**config.mk**
```make
export PLATFORM = sky130hd
export DESIGN_NAME = dma_channel_control
export DESIGN_NICKNAME = d
export VERILOG_FILES = /design/src/hdl/data_fifo.v /design/src/hdl/dma_channel_control.v
export VERILOG_INCLUDE_DIRS = /design/src /design/src/hdl
export SDC_FILE = /design/constraint.sdc
export NUM_CORES = 1
export LEC_CHECK = 0
export ABC_AREA = 1
export BUFFER_PORTS_ARGS = -buffer_cell sky130_fd_sc_hd__clkbuf_2
export CELL_PAD_IN_SITES_DETAIL_PLACEMENT = 1
export CELL_PAD_IN_SITES_GLOBAL_PLACEMENT = 1
export CORE_MARGIN = 2
export CORE_UTILIZATION = 44
export CTS_BUF_LIST = sky130_fd_sc_hd__clkbuf_8
export CTS_CLUSTER_SIZE = 14
export DETAILED_ROUTE_END_ITERATION = 6
export PLACE_DENSITY = 0.8
export RECOVER_POWER = 50
export SYNTH_ARGS = -nofsm -noshare
export SYNTH_HDL_FRONTEND = slang
export SYNTH_SLANG_ARGS = --single-unit
```
**constraint.sdc**
```tcl
create_clock -name aclk -period 4 [get_ports aclk]
set_input_delay 0.8 -clock aclk [delete_from_list [all_inputs] [get_ports aclk]]
set_output_delay 0.8 -clock aclk [all_outputs]
set_load 0.01 [all_outputs]
```
**src/hdl/dma_channel_consts.vh**
```
// Constants of the DMA channel control block.
`ifndef DMA_CHANNEL_CONSTS_VH
`define DMA_CHANNEL_CONSTS_VH
`define OFS_CONTROL     8'h00
`define OFS_SOURCE      8'h04
`define OFS_DEST        8'h08
`define OFS_COUNT       8'h0C
`define OFS_STATUS      8'h10
`define OFS_FIFO_DATA   8'h14
`define BIT_ENABLE      0
`define BIT_SIZE        1
`define BIT_DUMMY_WRITE 10
`define BIT_RELOAD      9
`define BIT_REQUEST     8
`define CONTROL_MASK    16'h07FF
`define CONTROL_RESET   16'h0000
`define MODE_UNCHANGED  2'h0
`define MODE_INCREMENT  2'h1
`define MODE_DECREMENT  2'h2
`define MODE_INDIRECT   2'h3
`define TR_ONE_SHOT     2'h0
`define TR_REP_ONE_SHOT 2'h1
`define TR_CONTINUOUS   2'h2
`define TR_REP_CONT     2'h3
`define RESP_OKAY       2'h0
`define RESP_SLVERR     2'h2
`endif

```
**src/hdl/data_fifo.v**
```verilog
// Synchronous FIFO with valid and ready on both sides.
`timescale 1ns/100ps
module data_fifo #(
  parameter WIDTH = 16,
  parameter DEPTH = 16,
  parameter AW    = 4
) (
  input  wire             aclk,      // Clock.
  input  wire             aresetn,   // Synchronous reset, active low.
  input  wire [WIDTH-1:0] in_data,   // Write data.
  input  wire             in_valid,  // Write request.
  output wire             in_ready,  // Room available.
  output wire [WIDTH-1:0] out_data,  // Head word.
  output wire             out_valid, // Head word present.
  input  wire             out_ready  // Head word taken.
);
  reg [WIDTH-1:0] mem [0:DEPTH-1];
  reg [AW:0]      wr_ptr_reg;
  reg [AW:0]      rd_ptr_reg;
  wire            push;
  wire            pop;
  assign in_ready  = (wr_ptr_reg - rd_ptr_reg) != DEPTH[AW:0];
  assign out_valid = wr_ptr_reg != rd_ptr_reg;
  assign out_data  = mem[rd_ptr_reg[AW-1:0]];
  assign push      = in_valid & in_ready;
  assign pop       = out_valid & out_ready;
  always @(posedge aclk) begin
    if (push) begin
      mem[wr_ptr_reg[AW-1:0]] <= in_data;
    end
  end
  always @(posedge aclk) begin
    if (!aresetn) begin
      wr_ptr_reg <= {(AW+1){1'b0}};
      rd_ptr_reg <= {(AW+1){1'b0}};
    end else begin
      if (push) begin
        wr_ptr_reg <= wr_ptr_reg + 1'b1;
      end
      if (pop) begin
        rd_ptr_reg <= rd_ptr_reg + 1'b1;
      end
    end
  end
endmodule

```
**src/hdl/dma_channel_control.v**
```verilog
// DMA channel: control register, address sequencing and data mover.
`timescale 1ns/100ps
`include "dma_channel_consts.vh"
// Operation
// - With dummy writes on, each destination write is followed by a source write.
// - Reload on: addresses and count restored when the next operation starts.
// - Repeated modes always restore the count, reload bit or not.
// - Only the original count is kept; addresses are rebuilt from it.
// - Software request starts transfers; hardware clears it on completion, except in continuous modes with the channel enabled.
// - Transfer mode governs how many transfers one request performs.
// - Source mode: keep, increment, decrement, or indirect and keep.
// - Destination mode uses the same four encodings.
// - Transfer mode: one-shot, repeated one-shot, continuous, repeated cont.
// - Size bit: set byte, clear word; step follows the size.
// - Enable bit turns the channel on or off.
// - Bits 15..13 and 11 read zero; bit 12 kept zero; reset to zero.
module dma_channel_control (
  input  wire        aclk,          // Clock, 200 MHz.
  input  wire        aresetn,       // Synchronous reset, active low.
  input  wire [7:0]  s_axi_awaddr,  // Write address.
  input  wire        s_axi_awvalid, // Write address valid.
  output reg         s_axi_awready, // Write address ready.
  input  wire [31:0] s_axi_wdata,   // Write data.
  input  wire [3:0]  s_axi_wstrb,   // Write byte strobes.
  input  wire        s_axi_wvalid,  // Write data valid.
  output reg         s_axi_wready,  // Write data ready.
  output reg  [1:0]  s_axi_bresp,   // Write response.
  output reg         s_axi_bvalid,  // Write response valid.
  input  wire        s_axi_bready,  // Write response ready.
  input  wire [7:0]  s_axi_araddr,  // Read address.
  input  wire        s_axi_arvalid, // Read address valid.
  output reg         s_axi_arready, // Read address ready.
  output reg  [31:0] s_axi_rdata,   // Read data.
  output reg  [1:0]  s_axi_rresp,   // Read response.
  output reg         s_axi_rvalid,  // Read data valid.
  input  wire        s_axi_rready,  // Read data ready.
  output reg         mem_rd_req,    // Source read strobe.
  output reg  [15:0] mem_rd_addr,   // Source read address.
  input  wire [15:0] mem_rd_data,   // Source data, valid the cycle after.
  output reg         mem_wr_req,    // Write strobe.
  output reg  [15:0] mem_wr_addr,   // Write address.
  output reg  [15:0] mem_wr_data,   // Write data.
  output reg         mem_wr_byte,   // Write is one byte.
  output reg         xfer_done      // Pulse when a block completes.
);
  localparam ST_IDLE  = 4'b0001;
  localparam ST_READ  = 4'b0010;
  localparam ST_WRITE = 4'b0100;
  localparam ST_DUMMY = 4'b1000;

  // ****************************************
  // Registers and state.
  // ****************************************
  reg [15:0] control_reg;
  reg [15:0] source_address_reg;
  reg [15:0] destination_address_reg;
  reg [15:0] transfer_count_reg;
  reg [15:0] orig_count_reg;
  reg [3:0]  state_reg;
  reg        rd_pending_reg;
  reg        aw_held_reg;
  reg        w_held_reg;
  reg [7:0]  aw_addr_reg;
  reg [31:0] w_data_reg;
  reg [3:0]  w_strb_reg;
  reg        restart_reg;

  wire        enable     = control_reg[`BIT_ENABLE];
  wire        byte_mode  = control_reg[`BIT_SIZE];
  wire        request    = control_reg[`BIT_REQUEST];
  wire [1:0]  src_mode   = control_reg[7:6];
  wire [1:0]  dst_mode   = control_reg[5:4];
  wire [1:0]  tr_mode    = control_reg[3:2];
  wire        repeated   = tr_mode[0];
  wire        continuous = tr_mode[1];

  wire [15:0] fifo_head;
  wire        fifo_valid;
  wire        fifo_ready;
  wire        fifo_pop   = (state_reg == ST_WRITE) && fifo_valid;

  // Next address for one mode and step.
  function [15:0] step_addr;
    input [15:0] addr;
    input [1:0]  mode;
    input        is_byte;
    begin
      case (mode)
        `MODE_INCREMENT: step_addr = addr + (is_byte ? 16'h0001 : 16'h0002);
        `MODE_DECREMENT: step_addr = addr - (is_byte ? 16'h0001 : 16'h0002);
        default:         step_addr = addr;
      endcase
    end
  endfunction

  // Rebuild a starting address from the current one and the count done.
  function [15:0] rewind_addr;
    input [15:0] addr;
    input [1:0]  mode;
    input        is_byte;
    input [15:0] done;
    reg   [15:0] span;
    begin
      span = is_byte ? done : {done[14:0], 1'b0};
      case (mode)
        `MODE_INCREMENT: rewind_addr = addr - span;
        `MODE_DECREMENT: rewind_addr = addr + span;
        default:         rewind_addr = addr;
      endcase
    end
  endfunction

  data_fifo #(.WIDTH(16), .DEPTH(16), .AW(4)) u_fifo (
    .aclk      (aclk),
    .aresetn   (aresetn),
    .in_data   (mem_rd_data),
    .in_valid  (rd_pending_reg),
    .in_ready  (fifo_ready),
    .out_data  (fifo_head),
    .out_valid (fifo_valid),
    .out_ready (fifo_pop)
  );

  // ****************************************
  // AXI4-Lite write channel.
  // ****************************************
  wire aw_ok  = aw_held_reg | (s_axi_awvalid & s_axi_awready);
  wire w_ok   = w_held_reg | (s_axi_wvalid & s_axi_wready);
  wire wr_go  = aw_ok & w_ok & !s_axi_bvalid;
  wire [7:0]  wa = aw_held_reg ? aw_addr_reg : s_axi_awaddr;
  wire [31:0] wd = w_held_reg ? w_data_reg : s_axi_wdata;
  wire [3:0]  ws = w_held_reg ? w_strb_reg : s_axi_wstrb;
  wire [15:0] wmask = {{8{ws[1]}}, {8{ws[0]}}};
  wire wr_ctrl = wr_go && wa == `OFS_CONTROL;
  wire wr_src  = wr_go && wa == `OFS_SOURCE;
  wire wr_dst  = wr_go && wa == `OFS_DEST;
  wire wr_cnt  = wr_go && wa == `OFS_COUNT;
  wire wr_map  = wr_ctrl | wr_src | wr_dst | wr_cnt;
  // Written control value; unimplemented bits stay zero.
  wire [15:0] ctrl_wr = ((control_reg & ~wmask) | (wd[15:0] & wmask))
                        & `CONTROL_MASK;

  // A block finishes when the last write of a count lands.
  wire last_write = (state_reg == ST_WRITE && fifo_valid
                     && !control_reg[`BIT_DUMMY_WRITE]
                     || state_reg == ST_DUMMY)
                    && transfer_count_reg == 16'h0001;

  always @(posedge aclk) begin
    if (!aresetn) begin
      s_axi_awready <= 1'b0;
      s_axi_wready  <= 1'b0;
      s_axi_bvalid  <= 1'b0;
      s_axi_bresp   <= `RESP_OKAY;
      aw_held_reg   <= 1'b0;
      w_held_reg    <= 1'b0;
      aw_addr_reg   <= 8'h00;
      w_data_reg    <= 32'h00000000;
      w_strb_reg    <= 4'h0;
    end else begin
      s_axi_awready <= !aw_ok && !s_axi_bvalid && !s_axi_awready;
      s_axi_wready  <= !w_ok && !s_axi_bvalid && !s_axi_wready;
      if (s_axi_awvalid && s_axi_awready) begin
        aw_held_reg <= 1'b1;
        aw_addr_reg <= s_axi_awaddr;
      end
      if (s_axi_wvalid && s_axi_wready) begin
        w_held_reg <= 1'b1;
        w_data_reg <= s_axi_wdata;
        w_strb_reg <= s_axi_wstrb;
      end
      if (wr_go) begin
        aw_held_reg   <= 1'b0;
        w_held_reg    <= 1'b0;
        s_axi_awready <= 1'b0;
        s_axi_wready  <= 1'b0;
        s_axi_bvalid  <= 1'b1;
        s_axi_bresp   <= wr_map ? `RESP_OKAY : `RESP_SLVERR;
      end else if (s_axi_bvalid && s_axi_bready) begin
        s_axi_bvalid <= 1'b0;
      end
    end
  end

  // ****************************************
  // Channel engine.
  // ****************************************
  always @(posedge aclk) begin
    if (!aresetn) begin
      control_reg             <= `CONTROL_RESET;
      source_address_reg      <= 16'h0000;
      destination_address_reg <= 16'h0000;
      transfer_count_reg      <= 16'h0000;
      orig_count_reg          <= 16'h0000;
      state_reg               <= ST_IDLE;
      rd_pending_reg          <= 1'b0;
      restart_reg             <= 1'b0;
      mem_rd_req              <= 1'b0;
      mem_rd_addr             <= 16'h0000;
      mem_wr_req              <= 1'b0;
      mem_wr_addr             <= 16'h0000;
      mem_wr_data             <= 16'h0000;
      mem_wr_byte             <= 1'b0;
      xfer_done               <= 1'b0;
    end else begin
      mem_rd_req     <= 1'b0;
      mem_wr_req     <= 1'b0;
      xfer_done      <= 1'b0;
      rd_pending_reg <= mem_rd_req;
      if (wr_src) source_address_reg <= wd[15:0];
      if (wr_dst) destination_address_reg <= wd[15:0];
      if (wr_cnt) begin
        transfer_count_reg <= wd[15:0];
        orig_count_reg     <= wd[15:0];
      end
      // New addresses or count from software replace any pending reload.
      if (wr_src || wr_dst || wr_cnt) restart_reg <= 1'b0;
      if (wr_ctrl) begin
        // A request written with the enable bit clear is dropped.
        control_reg <= ctrl_wr & ~(ctrl_wr[`BIT_ENABLE] ? 16'h0000
                                   : 16'h0100);
      end
      // Start of the next operation after a finished block.
      if (restart_reg && state_reg == ST_IDLE && request) begin
        restart_reg <= 1'b0;
        if (control_reg[`BIT_RELOAD] || repeated)
          transfer_count_reg <= orig_count_reg;
        if (control_reg[`BIT_RELOAD]) begin
          source_address_reg <= rewind_addr(source_address_reg, src_mode,
                                  byte_mode, orig_count_reg);
          destination_address_reg <= rewind_addr(destination_address_reg,
                                  dst_mode, byte_mode, orig_count_reg);
        end
      end
      case (state_reg)
        ST_IDLE: begin
          if (enable && request && !restart_reg
              && transfer_count_reg != 16'h0000 && fifo_ready) begin
            mem_rd_req  <= 1'b1;
            mem_rd_addr <= source_address_reg;
            state_reg   <= ST_READ;
          end
        end
        ST_READ: begin
          state_reg <= ST_WRITE;
        end
        ST_WRITE: begin
          if (fifo_valid) begin
            mem_wr_req  <= 1'b1;
            mem_wr_addr <= destination_address_reg;
            mem_wr_data <= byte_mode ? {8'h00, fifo_head[7:0]} : fifo_head;
            mem_wr_byte <= byte_mode;
            source_address_reg <= step_addr(source_address_reg, src_mode,
                                            byte_mode);
            destination_address_reg <= step_addr(destination_address_reg,
                                        dst_mode, byte_mode);
            if (control_reg[`BIT_DUMMY_WRITE]) begin
              state_reg <= ST_DUMMY;
            end else begin
              transfer_count_reg <= transfer_count_reg - 16'h0001;
              state_reg          <= ST_IDLE;
            end
          end
        end
        ST_DUMMY: begin
          mem_wr_req         <= 1'b1;
          mem_wr_addr        <= mem_rd_addr;
          transfer_count_reg <= transfer_count_reg - 16'h0001;
          state_reg          <= ST_IDLE;
        end
        default: state_reg <= ST_IDLE;
      endcase
      if (last_write) begin
        xfer_done   <= 1'b1;
        restart_reg <= 1'b1;
        // One-shot modes drop the request; continuous ones keep going.
        // A control write from software in the same cycle wins.
        if (!continuous || !enable) begin
          if (!wr_ctrl) control_reg[`BIT_REQUEST] <= 1'b0;
          if (!repeated && !continuous && !wr_ctrl)
            control_reg[`BIT_ENABLE] <= 1'b0;
        end
      end
      // A disabled channel abandons its request.
      if (!enable && !wr_ctrl) control_reg[`BIT_REQUEST] <= 1'b0;
    end
  end

  // ****************************************
  // AXI4-Lite read channel.
  // ****************************************
  always @(posedge aclk) begin
    if (!aresetn) begin
      s_axi_arready <= 1'b0;
      s_axi_rvalid  <= 1'b0;
      s_axi_rdata   <= 32'h00000000;
      s_axi_rresp   <= `RESP_OKAY;
    end else begin
      s_axi_arready <= !s_axi_rvalid && !s_axi_arready;
      if (s_axi_arvalid && s_axi_arready) begin
        s_axi_arready <= 1'b0;
        s_axi_rvalid  <= 1'b1;
        s_axi_rresp   <= `RESP_OKAY;
        case (s_axi_araddr)
          `OFS_CONTROL: s_axi_rdata <= {16'h0000, control_reg};
          `OFS_SOURCE:  s_axi_rdata <= {16'h0000, source_address_reg};
          `OFS_DEST:    s_axi_rdata <= {16'h0000, destination_address_reg};
          `OFS_COUNT:   s_axi_rdata <= {16'h0000, transfer_count_reg};
          `OFS_STATUS:  s_axi_rdata <= {27'h0000000, fifo_valid,
                                        state_reg};
          `OFS_FIFO_DATA: s_axi_rdata <= {16'h0000, fifo_head};
          default: begin
            s_axi_rdata <= 32'h00000000;
            s_axi_rresp <= `RESP_SLVERR;
          end
        endcase
      end else if (s_axi_rvalid && s_axi_rready) begin
        s_axi_rvalid <= 1'b0;
      end
    end
  end
endmodule

```
==> results of run 1 <==
[cell families after synthesis]
kind of cell | after synthesis | share of synthesized area (%)
AND/OR/NAND/NOR | 881 | 15.9
AO/OA/AOI/OAI | 858 | 19.8
flip-flops | 454 | 48.3
buffers and inverters | 445 | 7.70
adder cells (fa/ha/maj) | 83 | 4.43
multiplexers | 66 | 2.75
XOR/XNOR | 30 | 1.09
other | 1 | 0.0156
[synth_stat cells, drive strengths merged]
library cell  instances  share of area (%)
nand4                15               0.44
nand3               134                2.8
conb                  1              0.016
a211oi                6               0.19
o21bai                7               0.22
edfxtp              256                 32
nand3b                3              0.093
a211o                 2              0.073
nand2               515                8.3
buf                  79                2.0
o211ai               85                2.7
a21boi                2              0.062
a31oi                34               0.88
nor3                 31               0.80
nor4                  4               0.10
nor2                165                2.9
o22ai                 8               0.21
inv                 293                4.6
clkinv                2              0.031
mux2                  1              0.047
nor3b                 1              0.031
a21o                  5               0.16
o21ai               356                7.5
xor2                 23               0.84
a21oi               328                7.0
or2                  12               0.31
a31o                  3               0.11
dfxtp               198                 16
o21a                  4               0.12
o2111ai               9               0.33
a221oi                5               0.18
o41ai                 1              0.036
xnor2                 7               0.25
mux2i                65                2.7
and3                  1              0.026
ha                   79                4.1
clkbuf               71                1.1
o31ai                 3              0.093
fa                    4               0.33
[worst max-delay path: cells and delay by family (launching register included)]
| kind | cells | cell delay, ns |
|---|---|---|
| compound gates | 3 | 0.43 |
| buf+inv | 5 | 0.40 |
| xor+xnor | 1 | 0.23 |
| fa+ha+maj | 1 | 0.39 |
| simple gates | 16 | 1.70 |
| flops | 1 | 0.41 |
[power groups by stage]
stage / combinational (mW) / sequential, mW / clock (mW)
5_1_grt: 0.995 / 5.09 / 4.48
3_5_place_dp: 0.908 / 5.18 / 0
2_1_floorplan: 0.571 / 5.16 / 0
3_3_place_gp: 0.860 / 5.17 / 0
4_1_cts: 0.918 / 5.08 / 4.29
6_report: 0.926 / 5.09 / 4.22
[layout make-up]
cell class	instances	area share (%)
antenna	1	0.00931
clock buffer	83	4.25
clock inverter	52	1.42
inverter	295	4.13
multi-input combinational	1936	39.8
sequential	454	43.4
tap	696	3.24
timing repair buffer	191	3.76
[metrics by stage]
step	setup slack, ns	hold WS, ns	cell area (um^2)
finish	0.308	0.345	26900
global route	0.0134	0.351	26900
CTS	0.106	0.313	27000
detailed placement	0.173	0.447	25500
global placement	0.363	0.434	25500
floorplan	0.982	0.429	24200
[worst max-delay path by stage]
| stage | cells after the start | to | slack [ns] | start |
|---|---|---|---|---|
| 4_1_cts | 27 | destination_address_reg[15]$_SDFFE_PN0P_ | 0.11 | register |
| 5_1_grt | 25 | source_address_reg[15]$_SDFFE_PN0P_ | 0.01 | register |
| 2_1_floorplan | 26 | source_address_reg[15]$_SDFFE_PN0P_ | 0.98 | register |
| 6_report | 26 | destination_address_reg[15]$_SDFFE_PN0P_ | 0.31 | register |
| 3_3_place_gp | 25 | destination_address_reg[15]$_SDFFE_PN0P_ | 0.36 | register |
| 3_5_place_dp | 27 | destination_address_reg[15]$_SDFFE_PN0P_ | 0.17 | register |
[per-layer routing]
layer / share of wire [%] / vias up
li1: - / 9998
met1: 39 / 10600
met2: 50 / 731
met3: 5.9 / 245
met4: 5.7 / 4
met5: 0.032 / -
[timing repair]
item	CTS	global route
resized for setup	0	9
hold endpoints to repair	0	0
setup endpoints to repair	0	5
==> flow_metrics.tcl, run 1 <==
set metrics [dict create \
    clockRootBuffer "clkbuf_8" \
    viasPerCell 5.83 \
    met3_usage_pct 4.99 \
    cp_max_fo 11 \
    p_total_mw 10.2 \
    place_hpwl_um 59100 \
    grt_pass1_vias 22300 \
    cpMostUsedCell "nand3_1" \
    cts_tree "built" \
    die-height_um 238 \
    fin_crit_sh_pct 92.3 \
    fillers 6498 \
    crit_slowest_cell "dfxtp_2" \
    netlist-cell-type-count 60 \
    reg2regPathDepth 26 \
    grt_busiest_layer "met2" \
    synth.avg_cell_area_um2 8.55 \
    r2r_slack_ns 0.31 \
    utilization_pct 49.8 \
    drive_above_1_share_pct 10.0 \
    final_common_cell "nand2_1" \
    htreeDepth 3 \
    ctsHoldBuffers 0 \
    dp.cells 3572 \
    rr_endpoint "destination_address_reg[15]$_SDFFE_PN0P_" \
    hold_violations 0 \
    hold_path.class "in2reg" \
    dr.first_iter.drc_count 1346 \
    wl_um 85300 \
    port_buffers 131 \
    overflow 0 \
    combPwrFrac_pct 9.0 \
    yosys_warnings 0 \
    rsz0062_at_grt "false" \
    post_cts_buffers 0 \
    yosys_register_bits 454 \
    power_density_nw_per_um2 381 \
    dieArea_um2 56700 \
    antenna_found_initial 3 \
    final.setup.tns_ns 0 \
    syn_inst 2818 \
    slew_headroom_pct -40.8 \
    worstPathRequired_ns 4.58 \
    largest_reg_flops 256 \
    setup_viol 0 \
    cp.arrival_ns 4.27 \
    ys_seq_area_share_pct 48.3 \
    cts_buffer_depth 3 \
    slew_violations 152 \
    violations "max-capacitance violations, max-slew violations" \
    clk_latency_ns 0.71 \
    power_switching_mw 2.80 \
    fin_crit_ns 3.69 \
    layout_common_cells "nand2_1 (499), o21ai_0 (336), a21oi_1 (322), inv_1 (299), edfxtp_1 (256)" \
    ir_drop_mv 0.442 \
    die_w_um 238 \
    final_nets 3114 \
    synth_area_um2 24100 \
    cpPeakStageDelay_ns 0.41 \
    finalWeightedCongestion 0.938 \
    core-area_um2 54000 \
    pwr-share-seq_pct 49.7 \
    initial_core_util_pct 44.6 \
    end_kind "register" \
    grt_pass1_wl_um 129000 \
    p_int_mw 7.43 \
    maxCapViolCount 2 \
    critPathKind "reg2reg" \
    regArea_um2 11700 \
    finalClockSkew_ns 0.0418 \
    grtUsageMet1_pct 34.5 \
    clk_pin_slew_ns 0.06 \
    fmax_ghz 0.271 \
    multiInputGateArea_um2 10700 \
    tightest_slew_ns 2.10 \
    wire_per_inst_um 23.0 \
    grt_start_max_net_pins 98 \
    swShare_pct 27.4 \
    hold_start "s_axi_wstrb[1]" \
    track_usage_pct 29.8 \
    worstHoldEndpoint "w_strb_reg[1]$_SDFFE_PN0P_" \
    cts_made_buffers 78 \
    cp-start-kind "register" \
    cts_num_sinks 454 \
    use_met2_pct 52.4 \
    num_vias 21600 \
    io_pins 168 \
    fp-row-count 85 \
    holdPathStages 3 \
    fin_cells 3708 \
    synthToLayoutAreaGrowth_pct 11.6 \
    dr.pass1.iters 6 \
    power.leakage_nw 10.4 \
    p_clk_share_pct 41.3 \
    antenna_left 0 \
    status "finished with violations" \
    drc 0 \
]
Note: power is estimated with default switching activity, not from simulation.
==> run 2, diff against run 1 <==
Settings changed: CORE_UTILIZATION 44 to 43, PLACE_DENSITY 0.8 to 0.81.
Clock period 4 ns to 3.1 ns, I/O delays scaled along.
==> run 2 against run 1 <==
Routed wire length is 12% higher. Sequential share of layout area is 3.5 points lower. Largest cell class unchanged. The run ends with max-capacitance violations, negative setup slack left. Utilization is 3.1 points higher. Via count is 5.9% higher. Critical path type unchanged.
==> flow_metrics.tcl, run 2 (same netlist as run 1, synthesis figures left out) <==
set metrics [dict create \
    drive_above_1_share_pct 19.8 \
    cp-start-kind "register" \
    layout_common_cells "nand2_1 (464), a21oi_1 (300), o21ai_0 (298), inv_1 (287), edfxtp_1 (256)" \
    synthToLayoutAreaGrowth_pct 21.4 \
    slew_headroom_pct 1.25 \
    grt_pass1_wl_um 139000 \
    critPathKind "reg2reg" \
    cts_buffer_depth 3 \
    final_common_cell "nand2_1" \
    clockRootBuffer "clkbuf_8" \
    slew_violations 0 \
    wire_per_inst_um 24.2 \
    dr.first_iter.drc_count 1595 \
    violations "max-capacitance violations, negative setup slack" \
    hold_start "s_axi_wstrb[1]" \
    status "finished with violations" \
    viasPerCell 5.80 \
    num_vias 22900 \
    fmax_ghz 0.292 \
    hold_violations 0 \
    dp.cells 3771 \
    wl_um 95600 \
    port_buffers 131 \
    maxCapViolCount 1 \
    finalClockSkew_ns 0.0476 \
    power_density_nw_per_um2 459 \
    largest_reg_flops 256 \
    combPwrFrac_pct 9.3 \
    tightest_slew_ns 1.47 \
    setup_viol 18 \
    track_usage_pct 31.9 \
    rr_endpoint "destination_address_reg[13]$_SDFFE_PN0P_" \
    ir_drop_mv 0.569 \
    clk_latency_ns 0.74 \
    fp-row-count 86 \
    ctsHoldBuffers 0 \
    core-area_um2 55300 \
    overflow 0 \
    reg2regPathDepth 25 \
    io_pins 168 \
    cp.arrival_ns 4.04 \
    holdPathStages 3 \
    antenna_left 0 \
    htreeDepth 3 \
    fillers 6676 \
    p_clk_share_pct 41.8 \
    worst_hold_slack_ns 0.166 \
    fin_crit_sh_pct 110 \
    p_int_mw 9.56 \
    die_w_um 241 \
    regArea_um2 11700 \
    r2r_slack_ns -0.32 \
    cts_made_buffers 81 \
    worstHoldEndpoint "w_strb_reg[1]$_SDFFE_PN0P_" \
    hold_path.class "in2reg" \
    pwr-share-seq_pct 48.9 \
    cp_max_fo 7 \
    dieArea_um2 58000 \
    cts_num_sinks 454 \
    fin_crit_ns 3.42 \
    initial_core_util_pct 43.6 \
    grt_start_max_net_pins 98 \
    end_kind "register" \
    cts_tree "built" \
    antenna_found_initial 5 \
    final_nets 3291 \
    grt_pass1_vias 23500 \
    rsz0062_at_grt "true" \
    multiInputGateArea_um2 11600 \
    fin_cells 3949 \
    place_hpwl_um 64800 \
    clk_pin_slew_ns 0.07 \
    dr.pass1.iters 6 \
    final.setup.tns_ns -2.57 \
    swShare_pct 28.8 \
    power.leakage_nw 11.6 \
    finalWeightedCongestion 0.938 \
    die-height_um 241 \
    worstPathRequired_ns 3.71 \
    power_switching_mw 3.86 \
    drc 0 \
    worst_slack_ns -0.324 \
]
run 2: routing by layer:
metal / track usage, % / wire, um / vias up
met4: 18.1 / 6120 / 4
met2: 55.7 / 46900 / 864
met1: 36.7 / 36300 / 11300
met5: 0 / 33 / -
li1: - / - / 10400
met3: 5.95 / 6150 / 321
run 2: worst max-delay path by stage:
stage	startpoint	endpoint	slack, ns	depth (start not counted)
6_report	register	destination_address_reg[13]$_SDFFE_PN0P_	-0.32	25
5_1_grt	register	destination_address_reg[15]$_SDFFE_PN0P_	-0.46	27
4_1_cts	register	destination_address_reg[13]$_SDFFE_PN0P_	-0.20	26
3_5_place_dp	register	destination_address_reg[15]$_SDFFE_PN0P_	-0.46	26
3_3_place_gp	register	destination_address_reg[15]$_SDFFE_PN0P_	-0.52	26
2_1_floorplan	register	source_address_reg[15]$_SDFFE_PN0P_	0.08	26
run 2: cell type report:
type	instances	share of cell area, %
diodes	1	0.00855
clock buffers	89	4.19
clock inverters	61	1.18
inverters	295	3.84
multi-input cells	1936	39.5
flip-flops and latches	454	39.8
well taps	748	3.20
repair buffers	365	8.25
run 2: critical path, stage by stage, from the launching register on:
cell and delay, ns:
dfxtp_4 0.39, buf_12 0.15, nand2_4 0.08, nand2_4 0.06, nor2_4 0.13, nand2_4 0.08
nor2_8 0.12, buf_4 0.13, buf_6 0.12, a21oi_4 0.07, a21oi_2 0.14, buf_4 0.13
nand2_2 0.04, o21ai_2 0.08, ha_4 0.24, a21oi_2 0.20, buf_4 0.15, o21ai_0 0.09
a211oi_1 0.22, nand2_1 0.12, xnor2_1 0.18, o21ai_1 0.09, nand3_1 0.08, nand3_1 0.08
nand2_1 0.08, inv_1 0.03
run 2: stage by stage:
stage	util, %	setup WS [ns]	power [mW]	area, um^2
after floorplan	-	0.0824	7.39	24200
after global placement	48.3	-0.522	7.83	26700
after detailed placement	48.3	-0.456	7.90	26700
after CTS	51.6	-0.201	13.5	28500
after global routing	52.9	-0.465	13.8	29300
final	52.9	-0.324	13.4	29300
run 2: what timing repair did:
action,CTS,global route
gates resized for setup,67,180
setup buffers,7,19
cloned,0,1
pin swaps,20,76
setup endpoints to repair,20,141
run 2: power by group through the flow:
stage / sequential, mW / clock, mW / combinational [mW]
6_report: 6.56 / 5.62 / 1.25
5_1_grt: 6.56 / 5.93 / 1.34
2_1_floorplan: 6.66 / 0 / 0.737
4_1_cts: 6.55 / 5.68 / 1.23
3_3_place_gp: 6.67 / 0 / 1.16
3_5_place_dp: 6.68 / 0 / 1.22
